## config.mk

```make
export PLATFORM = sky130hd
export DESIGN_NAME = tsa_aux_regs
export DESIGN_NICKNAME = d
export VERILOG_FILES = /design/src/verilog/tsa_pkg.sv /design/src/verilog/tsa_aux_regs.sv /design/src/verilog/tsa_step_queue.sv /design/src/verilog/tsa_wb_port.sv
export SDC_FILE = /design/constraint.sdc
export NUM_CORES = 1
export LEC_CHECK = 0
export BUFFER_PORTS_ARGS = -buffer_cell sky130_fd_sc_hd__clkbuf_2
export CAP_MARGIN = 20
export CORE_UTILIZATION = 45
export CTS_BUF_LIST = sky130_fd_sc_hd__clkbuf_8
export DETAILED_ROUTE_END_ITERATION = 16
export PLACE_DENSITY = 0.64
export SYNTH_ARGS = -nofsm -noshare
export SYNTH_HDL_FRONTEND = slang
export SYNTH_HIERARCHICAL = 1
export SYNTH_SLANG_ARGS = --single-unit
```

## constraint.sdc

```tcl
create_clock -name clk_i -period 6.4 [get_ports clk_i]
set_input_delay 0 -clock clk_i [delete_from_list [all_inputs] [get_ports clk_i]]
set_output_delay 0 -clock clk_i [all_outputs]
set_load 0.02 [all_outputs]
```

## src/verilog/tsa_pkg.sv

```systemverilog
// shared constants, register map and helpers for the trigger sequencer aux registers
`default_nettype none
package tsa_pkg;

  // bus geometry
  localparam int unsigned TSA_ADR_W  = 8;
  localparam int unsigned TSA_DAT_W  = 32;
  localparam int unsigned TSA_SEL_W  = 4;
  localparam int unsigned TSA_REG_W  = 16;
  localparam int unsigned TSA_IDX_W  = 5;
  localparam int unsigned TSA_QWORDS = 16;
  localparam int unsigned TSA_QIDX_W = 4;

  // register byte offsets
  localparam logic [7:0] TSA_OFS_CONTROL = 8'h00;
  localparam logic [7:0] TSA_OFS_ADJUST  = 8'h04;
  localparam logic [7:0] TSA_OFS_LITERAL = 8'h08;
  localparam logic [7:0] TSA_OFS_QINDEX  = 8'h0C;
  // step queue words sit at 0x40 + 4*x, x = 0..15
  localparam logic [1:0] TSA_QUEUE_PAGE  = 2'h1;

  // control register field positions
  localparam int unsigned TSA_CTL_ENABLE_BIT = 0;
  localparam int unsigned TSA_CTL_START_BIT  = 1;

  // values after reset
  localparam logic [15:0] TSA_ADJUST_RST  = 16'h0000;
  localparam logic [15:0] TSA_LITERAL_RST = 16'h0000;
  localparam logic [4:0]  TSA_QINDEX_RST  = 5'h00;
  localparam logic        TSA_ENABLE_RST  = 1'b0;
  localparam logic        TSA_START_RST   = 1'b0;

  // targets of the add command
  typedef enum logic [1:0] {
    TSA_TGT_TIMER_LIMIT   = 2'h0,
    TSA_TGT_COUNTER_LIMIT = 2'h1,
    TSA_TGT_DELAY_LIMIT   = 2'h2,
    TSA_TGT_LITERAL       = 2'h3
  } tsa_target_t;

  // merge the low two byte lanes of a bus write into a 16-bit register
  function automatic logic [15:0] tsa_merge16(input logic [15:0] old_val,
                                             input logic [31:0] wdat,
                                             input logic [3:0]  sel);
    logic [15:0] res;
    res = old_val;
    if (sel[0]) begin
      res[7:0] = wdat[7:0];
    end
    if (sel[1]) begin
      res[15:8] = wdat[15:8];
    end
    return res;
  endfunction

endpackage
`default_nettype wire

```

## src/verilog/tsa_aux_regs.sv

```systemverilog
// auxiliary register bank of the trigger sequencer: adjust, literal, queue index, queue
// Summary of operation
// RQ1: sixteen-bit adjust value is added into the chosen limit or literal on add command.
// RQ2: sixteen-bit literal is sent to adc channel select on control step command.
// RQ3: adjust, literal and queue index ignore bus writes while enabled and started.
// RQ4: five-bit queue index names the step command currently active.
// RQ5: queue index bits 15 to 5 read zero and ignore writes.
// RQ6: each queue word holds two command bytes and survives every reset.
// RQ7: adjust, literal and queue index clear to zero at reset.
//
// The Wishbone slave port and the register addresses were left to the implementer.
`default_nettype none
module tsa_aux_regs
  import tsa_pkg::*;
#(
  parameter int unsigned QWORDS = tsa_pkg::TSA_QWORDS
) (
  // clock and reset
  input  wire logic                          clk_i,
  input  wire logic                          rst_i,
  // wishbone slave
  input  wire logic                          wb_cyc_i,
  input  wire logic                          wb_stb_i,
  input  wire logic                          wb_we_i,
  input  wire logic [tsa_pkg::TSA_ADR_W-1:0] wb_adr_i,
  input  wire logic [tsa_pkg::TSA_DAT_W-1:0] wb_dat_i,
  input  wire logic [tsa_pkg::TSA_SEL_W-1:0] wb_sel_i,
  output logic                               wb_ack_o,
  output logic [tsa_pkg::TSA_DAT_W-1:0]      wb_dat_o,
  // generator run state
  output logic                               generator_enable_o,
  output logic                               generator_start_o,
  // add command from the step decoder
  input  wire logic                          add_adjust_command_i,
  input  wire tsa_pkg::tsa_target_t          add_target_i,
  input  wire logic [tsa_pkg::TSA_REG_W-1:0] add_operand_i,
  output logic                               add_sum_valid_o,
  output tsa_pkg::tsa_target_t               add_sum_target_o,
  output logic [tsa_pkg::TSA_REG_W-1:0]      add_sum_o,
  // control step command toward the adc
  input  wire logic                          control_step_command_i,
  output logic                               adc_channel_select_wr_o,
  output logic [tsa_pkg::TSA_REG_W-1:0]      adc_channel_select_o,
  // queue position from the sequencer
  input  wire logic                          step_index_load_i,
  input  wire logic [tsa_pkg::TSA_IDX_W-1:0] step_index_i,
  output logic [tsa_pkg::TSA_IDX_W-1:0]      step_queue_index_o,
  output logic [7:0]                         step_cmd_byte_o
);
  import tsa_pkg::*;

  localparam int unsigned QIW = $clog2(QWORDS);

  typedef struct packed {
    logic                 enable;
    logic                 start;
    logic [TSA_REG_W-1:0] adjust_value;
    logic [TSA_REG_W-1:0] literal_zero_value;
    logic [TSA_IDX_W-1:0] step_queue_index;
    logic                 sum_valid;
    tsa_target_t          sum_target;
    logic [TSA_REG_W-1:0] sum;
    logic                 adc_wr;
    logic [TSA_REG_W-1:0] adc_sel;
    logic [7:0]           cmd_byte;
  } tsa_aux_state_t;

  tsa_aux_state_t       state_reg;
  tsa_aux_state_t       state_next;
  logic                 bus_wr;
  logic                 locked;
  logic [TSA_DAT_W-1:0] rd_word;
  logic [TSA_REG_W-1:0] queue_rd_word;
  logic [7:0]           queue_cmd_byte;
  logic                 hit_control;
  logic                 hit_adjust;
  logic                 hit_literal;
  logic                 hit_qindex;
  logic                 hit_queue;
  logic [QIW-1:0]       queue_idx;
  logic [TSA_REG_W-1:0] index_merged;

  // bus handshake: ack and read data registered in the port
  tsa_wb_port u_port (
    .clk_i     (clk_i),
    .rst_i     (rst_i),
    .wb_cyc_i  (wb_cyc_i),
    .wb_stb_i  (wb_stb_i),
    .wb_we_i   (wb_we_i),
    .wb_ack_o  (wb_ack_o),
    .wb_dat_o  (wb_dat_o),
    .wr_o      (bus_wr),
    .rd_data_i (rd_word)
  );

  // address decode; everything else is unmapped and reads zero
  assign hit_control = (wb_adr_i[7:2] == TSA_OFS_CONTROL[7:2]);
  assign hit_adjust  = (wb_adr_i[7:2] == TSA_OFS_ADJUST[7:2]);
  assign hit_literal = (wb_adr_i[7:2] == TSA_OFS_LITERAL[7:2]);
  assign hit_qindex  = (wb_adr_i[7:2] == TSA_OFS_QINDEX[7:2]);
  assign hit_queue   = (wb_adr_i[7:6] == TSA_QUEUE_PAGE);
  assign queue_idx   = wb_adr_i[2 +: QIW];

  // registers freeze only while the sequencer is actually executing
  assign locked = state_reg.enable & state_reg.start; // [RQ3]

  // step queue storage, written over the bus while not locked
  tsa_step_queue #(
    .WORDS (QWORDS)
  ) u_queue (
    .clk_i      (clk_i),
    .wr_i       (bus_wr & hit_queue & ~locked),
    .wr_idx_i   (queue_idx),
    .wr_dat_i   (wb_dat_i),
    .wr_sel_i   (wb_sel_i),
    .rd_idx_i   (queue_idx),
    .rd_word_o  (queue_rd_word),
    .cmd_idx_i  (state_reg.step_queue_index),
    .cmd_byte_o (queue_cmd_byte)
  );

  // read mux; narrow registers sit in the low bits, upper bits zero
  always_comb begin
    rd_word = 32'h0000_0000;
    if (hit_control) begin
      rd_word[TSA_CTL_ENABLE_BIT] = state_reg.enable;
      rd_word[TSA_CTL_START_BIT]  = state_reg.start;
    end else if (hit_adjust) begin
      rd_word[15:0] = state_reg.adjust_value;
    end else if (hit_literal) begin
      rd_word[15:0] = state_reg.literal_zero_value;
    end else if (hit_qindex) begin
      rd_word[4:0] = state_reg.step_queue_index; // [RQ5]
    end else if (hit_queue) begin
      rd_word[15:0] = queue_rd_word;
    end
  end

  // byte-lane merge of the index; only the low five bits are kept
  assign index_merged = tsa_merge16({11'h000, state_reg.step_queue_index}, wb_dat_i, wb_sel_i);

  // next state: bus writes first, hardware events override them
  always_comb begin
    state_next           = state_reg;
    state_next.sum_valid = 1'b0;
    state_next.adc_wr    = 1'b0;
    state_next.cmd_byte  = queue_cmd_byte; // byte of the active step

    // control bits stay writable so software can always stop the sequencer
    if (bus_wr && hit_control && wb_sel_i[0]) begin
      state_next.enable = wb_dat_i[TSA_CTL_ENABLE_BIT];
      state_next.start  = wb_dat_i[TSA_CTL_START_BIT];
    end

    // software writes dropped while running
    if (bus_wr && !locked) begin // [RQ3]
      if (hit_adjust) begin
        state_next.adjust_value = tsa_merge16(state_reg.adjust_value, wb_dat_i, wb_sel_i);
      end
      if (hit_literal) begin
        state_next.literal_zero_value =
          tsa_merge16(state_reg.literal_zero_value, wb_dat_i, wb_sel_i);
      end
      if (hit_qindex) begin
        state_next.step_queue_index = index_merged[4:0]; // [RQ5]
      end
    end

    // add command: sum goes out for outside limits, literal updated here
    if (add_adjust_command_i) begin
      state_next.sum_valid  = 1'b1;
      state_next.sum_target = add_target_i;
      if (add_target_i == TSA_TGT_LITERAL) begin
        state_next.sum = state_reg.literal_zero_value + state_reg.adjust_value; // [RQ1]
        state_next.literal_zero_value = state_next.sum; // [RQ1]
      end else begin
        state_next.sum = add_operand_i + state_reg.adjust_value; // [RQ1]
      end
    end

    // control step command copies the literal toward the adc
    if (control_step_command_i) begin
      state_next.adc_wr  = 1'b1;
      state_next.adc_sel = state_reg.literal_zero_value; // [RQ2]
    end

    // sequencer position wins over a colliding bus write
    if (step_index_load_i) begin
      state_next.step_queue_index = step_index_i; // [RQ4]
    end
  end

  // state register; queue contents live in the queue module without reset
  always_ff @(posedge clk_i) begin
    if (rst_i) begin
      state_reg                    <= '0;
      state_reg.enable             <= TSA_ENABLE_RST;
      state_reg.start              <= TSA_START_RST;
      state_reg.adjust_value       <= TSA_ADJUST_RST; // [RQ7]
      state_reg.literal_zero_value <= TSA_LITERAL_RST; // [RQ7]
      state_reg.step_queue_index   <= TSA_QINDEX_RST; // [RQ7]
    end else begin
      state_reg <= state_next;
    end
  end

  // outputs straight from flops
  assign generator_enable_o      = state_reg.enable;
  assign generator_start_o       = state_reg.start;
  assign add_sum_valid_o         = state_reg.sum_valid;
  assign add_sum_target_o        = state_reg.sum_target;
  assign add_sum_o               = state_reg.sum;
  assign adc_channel_select_wr_o = state_reg.adc_wr;
  assign adc_channel_select_o    = state_reg.adc_sel;
  assign step_queue_index_o      = state_reg.step_queue_index; // [RQ4]
  assign step_cmd_byte_o         = state_reg.cmd_byte;

endmodule // tsa_aux_regs
`default_nettype wire

```

## src/verilog/tsa_step_queue.sv

```systemverilog
// step queue storage: sixteen words of two command bytes, never reset
`default_nettype none
module tsa_step_queue
  import tsa_pkg::*;
#(
  parameter int unsigned WORDS = tsa_pkg::TSA_QWORDS
) (
  // clock only: contents survive every reset
  input  wire logic                        clk_i,
  // bus write port
  input  wire logic                        wr_i,
  input  wire logic [$clog2(WORDS)-1:0]    wr_idx_i,
  input  wire logic [tsa_pkg::TSA_DAT_W-1:0] wr_dat_i,
  input  wire logic [tsa_pkg::TSA_SEL_W-1:0] wr_sel_i,
  // bus read port
  input  wire logic [$clog2(WORDS)-1:0]    rd_idx_i,
  output logic [tsa_pkg::TSA_REG_W-1:0]    rd_word_o,
  // command byte lookup by byte index
  input  wire logic [$clog2(WORDS):0]      cmd_idx_i,
  output logic [7:0]                       cmd_byte_o
);
  import tsa_pkg::*;

  typedef struct packed {
    logic [WORDS-1:0][TSA_REG_W-1:0] word;
  } tsa_queue_state_t;

  tsa_queue_state_t state_reg;
  tsa_queue_state_t state_next;
  logic [TSA_REG_W-1:0] cmd_word;

  // byte write merge; no reset branch on purpose
  always_comb begin
    state_next = state_reg;
    if (wr_i) begin
      state_next.word[wr_idx_i] = tsa_merge16(state_reg.word[wr_idx_i], wr_dat_i, wr_sel_i);
    end
  end

  always_ff @(posedge clk_i) begin
    state_reg <= state_next; // [RQ6]
  end

  // even step in the low byte, odd step in the high byte
  assign rd_word_o  = state_reg.word[rd_idx_i];
  assign cmd_word   = state_reg.word[cmd_idx_i[$clog2(WORDS):1]];
  assign cmd_byte_o = cmd_idx_i[0] ? cmd_word[15:8] : cmd_word[7:0]; // [RQ6]

endmodule // tsa_step_queue
`default_nettype wire

```

## src/verilog/tsa_wb_port.sv

```systemverilog
// classic wishbone slave handshake with registered ack and read data
`default_nettype none
module tsa_wb_port
  import tsa_pkg::*;
(
  // clock and reset
  input  wire logic                      clk_i,
  input  wire logic                      rst_i,
  // wishbone slave side
  input  wire logic                      wb_cyc_i,
  input  wire logic                      wb_stb_i,
  input  wire logic                      wb_we_i,
  output logic                           wb_ack_o,
  output logic [tsa_pkg::TSA_DAT_W-1:0]  wb_dat_o,
  // register file side
  output logic                           wr_o,
  input  wire logic [tsa_pkg::TSA_DAT_W-1:0] rd_data_i
);
  import tsa_pkg::*;

  typedef struct packed {
    logic                 ack;
    logic [TSA_DAT_W-1:0] dat;
  } tsa_port_state_t;

  tsa_port_state_t state_reg;
  tsa_port_state_t state_next;
  logic            req;

  // one wait state: ack rises one edge after the request, drops the edge after
  assign req = wb_cyc_i & wb_stb_i & ~state_reg.ack;

  always_comb begin
    state_next     = state_reg;
    state_next.ack = req;
    if (req) begin
      state_next.dat = rd_data_i; // read data captured together with ack
    end
  end

  always_ff @(posedge clk_i) begin
    if (rst_i) begin
      state_reg <= '0;
    end else begin
      state_reg <= state_next;
    end
  end

  // writes commit on the edge where the master sees ack
  assign wr_o     = wb_cyc_i & wb_stb_i & wb_we_i & state_reg.ack;
  assign wb_ack_o = state_reg.ack;
  assign wb_dat_o = state_reg.dat;

endmodule // tsa_wb_port
`default_nettype wire
```

# After elaboration in Yosys (flattened, before gate mapping)
# Cells that the tools add are included.
[word_totals] register_bits=356 in_bits=75 output_inout_bits=84 elab_cells=92
[classes] add_sub_neg=2 n_lt_le_gt_ge=3 n_eq_ne=5 n_mux=31 n_bitwise=9 reduce_logical=12
[ops] cell="$bwmux W256" count=1
[ops] cell="$mux W16" count=10
[ops] cell="$bmux W16 S4" count=2
[ops] cell="$demux W16 S4" count=1
[ops] cell="$mux W8" count=7
[ops] cell="$add A16 B16 Y16" count=2
[ops] cell="$mux W21" count=1
[ops] cell="$mux W5" count=4
[ops] cell="$mux W19" count=1
[ops] cell="$mux W17" count=1
[ops] cell="$mux W14" count=1
[ops] cell="$eq A6 B2 Y1 const B" count=2
[ops] cell="$mux W11" count=1
[ops] cell="$lt A4 B5 Y1 const B" count=2
[ops] cell="$reduce_and A3 Y1" count=3
[ops] cell="$and A1 B1 Y1" count=7
[ops] cell="$eq A6 B1 Y1 const B" count=1
[ops] cell="$logic_not A6 Y1" count=1
[ops] cell="$reduce_bool A2 Y1" count=3
[ops] cell="$ge A4 B1 Y1 const B" count=1
[ops] cell="$logic_and A1 B1 Y1" count=4
[ops] cell="$eq A2 B1 Y1 const B" count=1
[ops] cell="$eq A2 B2 Y1 const B" count=1
[ops] cell="$mux W2" count=1
[ops] cell="other kinds (2)" count=3

# Depth between registers and ports, before layout
[logic_depth] ltp_word=7 depth_mapped=9 mapped_depth_nobuf=9

# By module
# The synthesis kept the hierarchy.
[modules_own_cells] module="tsa_step_queue" n_inst=1 cells_each=745 area_per_inst_um2=13890.8 seq_area_each_um2=7687.4
[modules_own_cells] module="tsa_aux_regs" n_inst=1 cells_each=637 area_per_inst_um2=5296.3 seq_area_each_um2=1661.6
[modules_own_cells] module="tsa_wb_port" n_inst=1 cells_each=143 area_per_inst_um2=1505.2 seq_area_each_um2=660.6

# Worst setup path after synthesis
# No wires, ideal clock.
[synth_timing] path_kind="register to register" start="reg state_reg[65] (netlist name)" end="reg state_reg (netlist bit add_sum_o[14])" setup_ns=0.103 arrival_ns=2.468 t_required_ns=6.297 slack_ns=3.828 path_stages_with_launch=10 path_buffers=0 synth_period_minus_slack_ns=2.572 path_cell_list="dfxtp_1 ha_1 fa_1 a21oi_1 o21ai_0 o2111a_1 a2111oi_4 o211ai_1 xnor2_1 a2111oi_2"
[synth_rtl] element="end signal: assignment" line="tsa_aux_regs.sv:203" source="state_reg <= state_next;"
[synth_rtl] element="end: declaration" line="tsa_aux_regs.sv:68" source="tsa_aux_state_t state_reg;"

==> key figures <==
Status
  • Status: finished, final reports clean

CTS
  • Reg clk slew, reported paths: 60 ps
  • Post_cts resized: 0
  • Root Driver: clkbuf_8
  • CTS H-tree lvls: 3
  • Deepest clock path buffer count: 3
  • Sink Count: ~370
  • CTS buffer count: 66
  • Worst-Skew Late Latency: 630 ps
  • TritonCTS clock tree: done

GRT
  • Vias in the first global route: approximately 15000
  • Total grt overflow: 0
  • Initial antenna violation count: 0
  • GR Util met2: 44.8%
  • Met1 usage: a little under a third
  • First-pass GRT wire length: between 90000 and 100000 um
  • Met3 usage: about 4.3%
  • Total GRT Usage: 26.1%
  • GRT busiest layer: met2
  • Pin count of the biggest net entering global routing: around 100

Cells and area
  • Max reg flops: around 260
  • Antenna cells: 0
  • Fin nets: between 1500 and 2000
  • Synth-to-layout area growth: 13.1%
  • Non-filler cells, final: about 2300
  • Filler instances: 3841
  • Layout cells sized above 1: 28.6%
  • Final core utilization: about half
  • Design Area, Final: around 23000 um2
  • Sequential cell area: about 10000 um2
  • Area of the multi-input gates: approximately 9900 um2

Yosys
  • Ys async rst share: 0%
  • Synthesized area: 20700 um2
  • Library cell with the largest summed area after synthesis: edfxtp_1
  • Flops & latches, synth: roughly 370
  • Leading post-synthesis cells by cell area: edfxtp_1 37%, mux4_2 19%, dfxtp_1 11%
  • Share of the synthesized area in the top cell type: between 30% and 40%
  • Post-synth EDFFs: 256
  • Top_reg_cell synth: edfxtp_1
  • Post-synth cell types: 70
  • Syn Inst Count: approximately 1500
  • Syn Area/Cell: 13.6 um2
  • Synth warnings: 6
  • Register area share after synthesis: between 40% and 50%

STA
  • Final period util: between 50% and 60%
  • Clock Skews: 24.7 ps
  • Slew @ Worst Pin: 1180 ps
  • RSZ-0062 raised after global routing: false
  • Hold WS: slightly above 70 ps
  • Final Slew Violations: 0
  • Sum of negative setup slack: 0 ps
  • Hold Vio Cnt, Final: 0
  • Relative slew slack: around 21%
  • Fmax: roughly 0.28 GHz
  • Period minus WS final: between 3000 and 4000 ps
  • Endpoints failing setup: 0

Pwr
  • Comb power frac: between 10% and 20%
  • Sequential power share: around half
  • Clock share of power: about two fifths
  • Power Internal: 4.01 mW
  • Net Sw Frac: about a quarter
  • Pwr dens: roughly 230 nW/um2
  • Leak: around 8.4 nW
  • VDD IR max: 0.111 mV
  • Psw: 1.38 mW

Drt
  • Mean routed wirelength per cell: 26.3 um
  • Antenna Nets Post-Route: 0
  • DR vias/cell: approximately 6.3
  • DRC violations left: 0
  • Total routed wirelength: between 60000 and 70000 um
  • Pre-antenna DRT Iters: 5
  • Initial DRC Count: 1544
  • Vias: about 15000

Die
  • Ports: about 160
  • Die area: ~47000 um2
  • Site Rows: slightly below 80
  • Core Box Area: 45400 um2
  • DIE HEIGHT: 216 um
  • Initial Utilization: 45.6%
  • Chip width: approximately 220 um

Setup path
  • Worst endpoint required time: 6920 ps
  • CP endpoint kind: flip-flop
  • Origin of the critical flop-to-flop path: state_reg[65]
  • Worst setup SP type: flip-flop
  • Setup CP Type: flip-flop to flip-flop
  • Crit path launch: state_reg[65]
  • CP arrival: slightly above 4000 ps
  • Crit-path max FO: 4

Min path
  • Min-delay src: add_operand_i[2]
  • Worst hold path class: input pin to flip-flop

Placed design
  • DPL Wire Length: 39200 um
  • Port bufs: between 100 and 150
  • Gpl congestion: 0.962
  • Placed Cells: around 2100
  • Post-DP Area: roughly 22000 um2

Run
  • Max cap viols: 0
==> power groups by stage <==
stage | combinational [mW] | clock (mW) | sequential [mW]
after CTS | 0.613 | 2.15 | 2.66
after global placement | 0.580 | 0 | 2.71
after detailed placement | 0.589 | 0 | 2.71
after floorplan | 0.436 | 0 | 2.70
final | 0.629 | 2.10 | 2.66
after global routing | 0.668 | 2.27 | 2.66
==> Yosys cell counts (33+ instances only) <==
master,instances
nor2_1,104
nand3_1,33
nand2_1,66
mux4_2,178
dfxtp_1,116
a21oi_1,53
mux2i_1,165
edfxtp_1,256
nand2b_1,68
clkbuf_1,62
buf_4,53
==> worst max-delay path, cell delays in order, from the launching register on <==
cell	delay (ps)
dfxtp_1	370
ha_1	250
fa_1	420
a21oi_1	210
o21ai_0	180
o2111a_1	330
a2111oi_4	490
o211ai_1	160
xnor2_1	140
dlygate4sd3_1	570
a2111oi_2	340
==> final timing paths <==
kind,cells after the start,to,slack (ps)
worst min register to register,2,u_port/wb_dat_o[30],470
worst min-delay path,6,add_sum_o[2],70
worst max register to register,10,add_sum_o[14],2840
worst max-delay path,10,add_sum_o[14],2840
==> logic make-up after synthesis <==
kind of cell | synth area share, %
multiplexers | 28.6
buffers and inverters | 4.51
flip-flops | 48.4
XOR/XNOR | 1.10
other | 0.0181
adder cells (fa/ha/maj) | 2.01
AO/OA/AOI/OAI | 7.04
AND/OR/NAND/NOR | 8.34
==> area by class of cell <==
cell class | count | area share (%)
Inverter | 13 | 0.209
Sequential cell | 372 | 42.8
Multi-Input combinational cell | 997 | 42.2
Clock inverter | 44 | 1.06
Clock buffer | 72 | 4.23
Timing Repair Buffer | 223 | 6.27
Tap cell | 600 | 3.21
==> layer usage <==
metal  wire length, um  up-vias  part of all wire (%)
met1             23100     7413                    38
li1                  -     6256                     -
met4              2830        0                   4.6
met3              4400      154                   7.2
met5                 0        -                     0
met2             30700      728                    50
==> metrics by stage <==
| step | setup WS [ps] | total power, mW |
|---|---|---|
| after detailed placement | 2960 | 3.30 |
| after global placement | 3100 | 3.29 |
| after global routing | 2660 | 5.59 |
| final | 2840 | 5.39 |
| after CTS | 2860 | 5.42 |
| after floorplan | 3830 | 3.13 |
==> cell usage in the layout (no fill, tap or decap), types with 7 or more instances in the layout <==
| cell type | synthesis | routed |
|---|---|---|
| a221oi_1 | 15 | 15 |
| edfxtp_1 | 256 | 256 |
| a311oi_1 | 12 | 12 |
| inv_1 | 12 | 35 |
| nor3_1 | 16 | 16 |
| xor2_1 | 12 | 12 |
| mux2_2 | 23 | 23 |
| nor2_4 | 0 | 7 |
| conb_1 | 1 | 16 |
| o21ai_0 | 30 | 30 |
| clkinv_1 | 1 | 10 |
| nand2_1 | 66 | 66 |
| a22oi_1 | 17 | 17 |
| nand2b_1 | 68 | 68 |
| buf_4 | 53 | 38 |
| dlygate4sd3_1 | 0 | 48 |
| clkbuf_8 | 0 | 73 |
| xnor2_1 | 14 | 14 |
| ha_1 | 30 | 30 |
| dfxtp_1 | 116 | 114 |
| nor2b_1 | 21 | 21 |
| o22ai_1 | 26 | 26 |
| nor2_2 | 0 | 10 |
| clkbuf_2 | 0 | 135 |
| a21oi_1 | 53 | 53 |
| mux2i_1 | 165 | 165 |
| nor2_1 | 104 | 87 |
| mux4_2 | 178 | 178 |
| nand3_1 | 33 | 33 |
==> what timing repair did <==
action	CTS	global route
hold buffers	48	0
hold endpoints to repair	76	0
setup buffers	0	0
No activity file was read; power rests on OpenSTA's default activity.
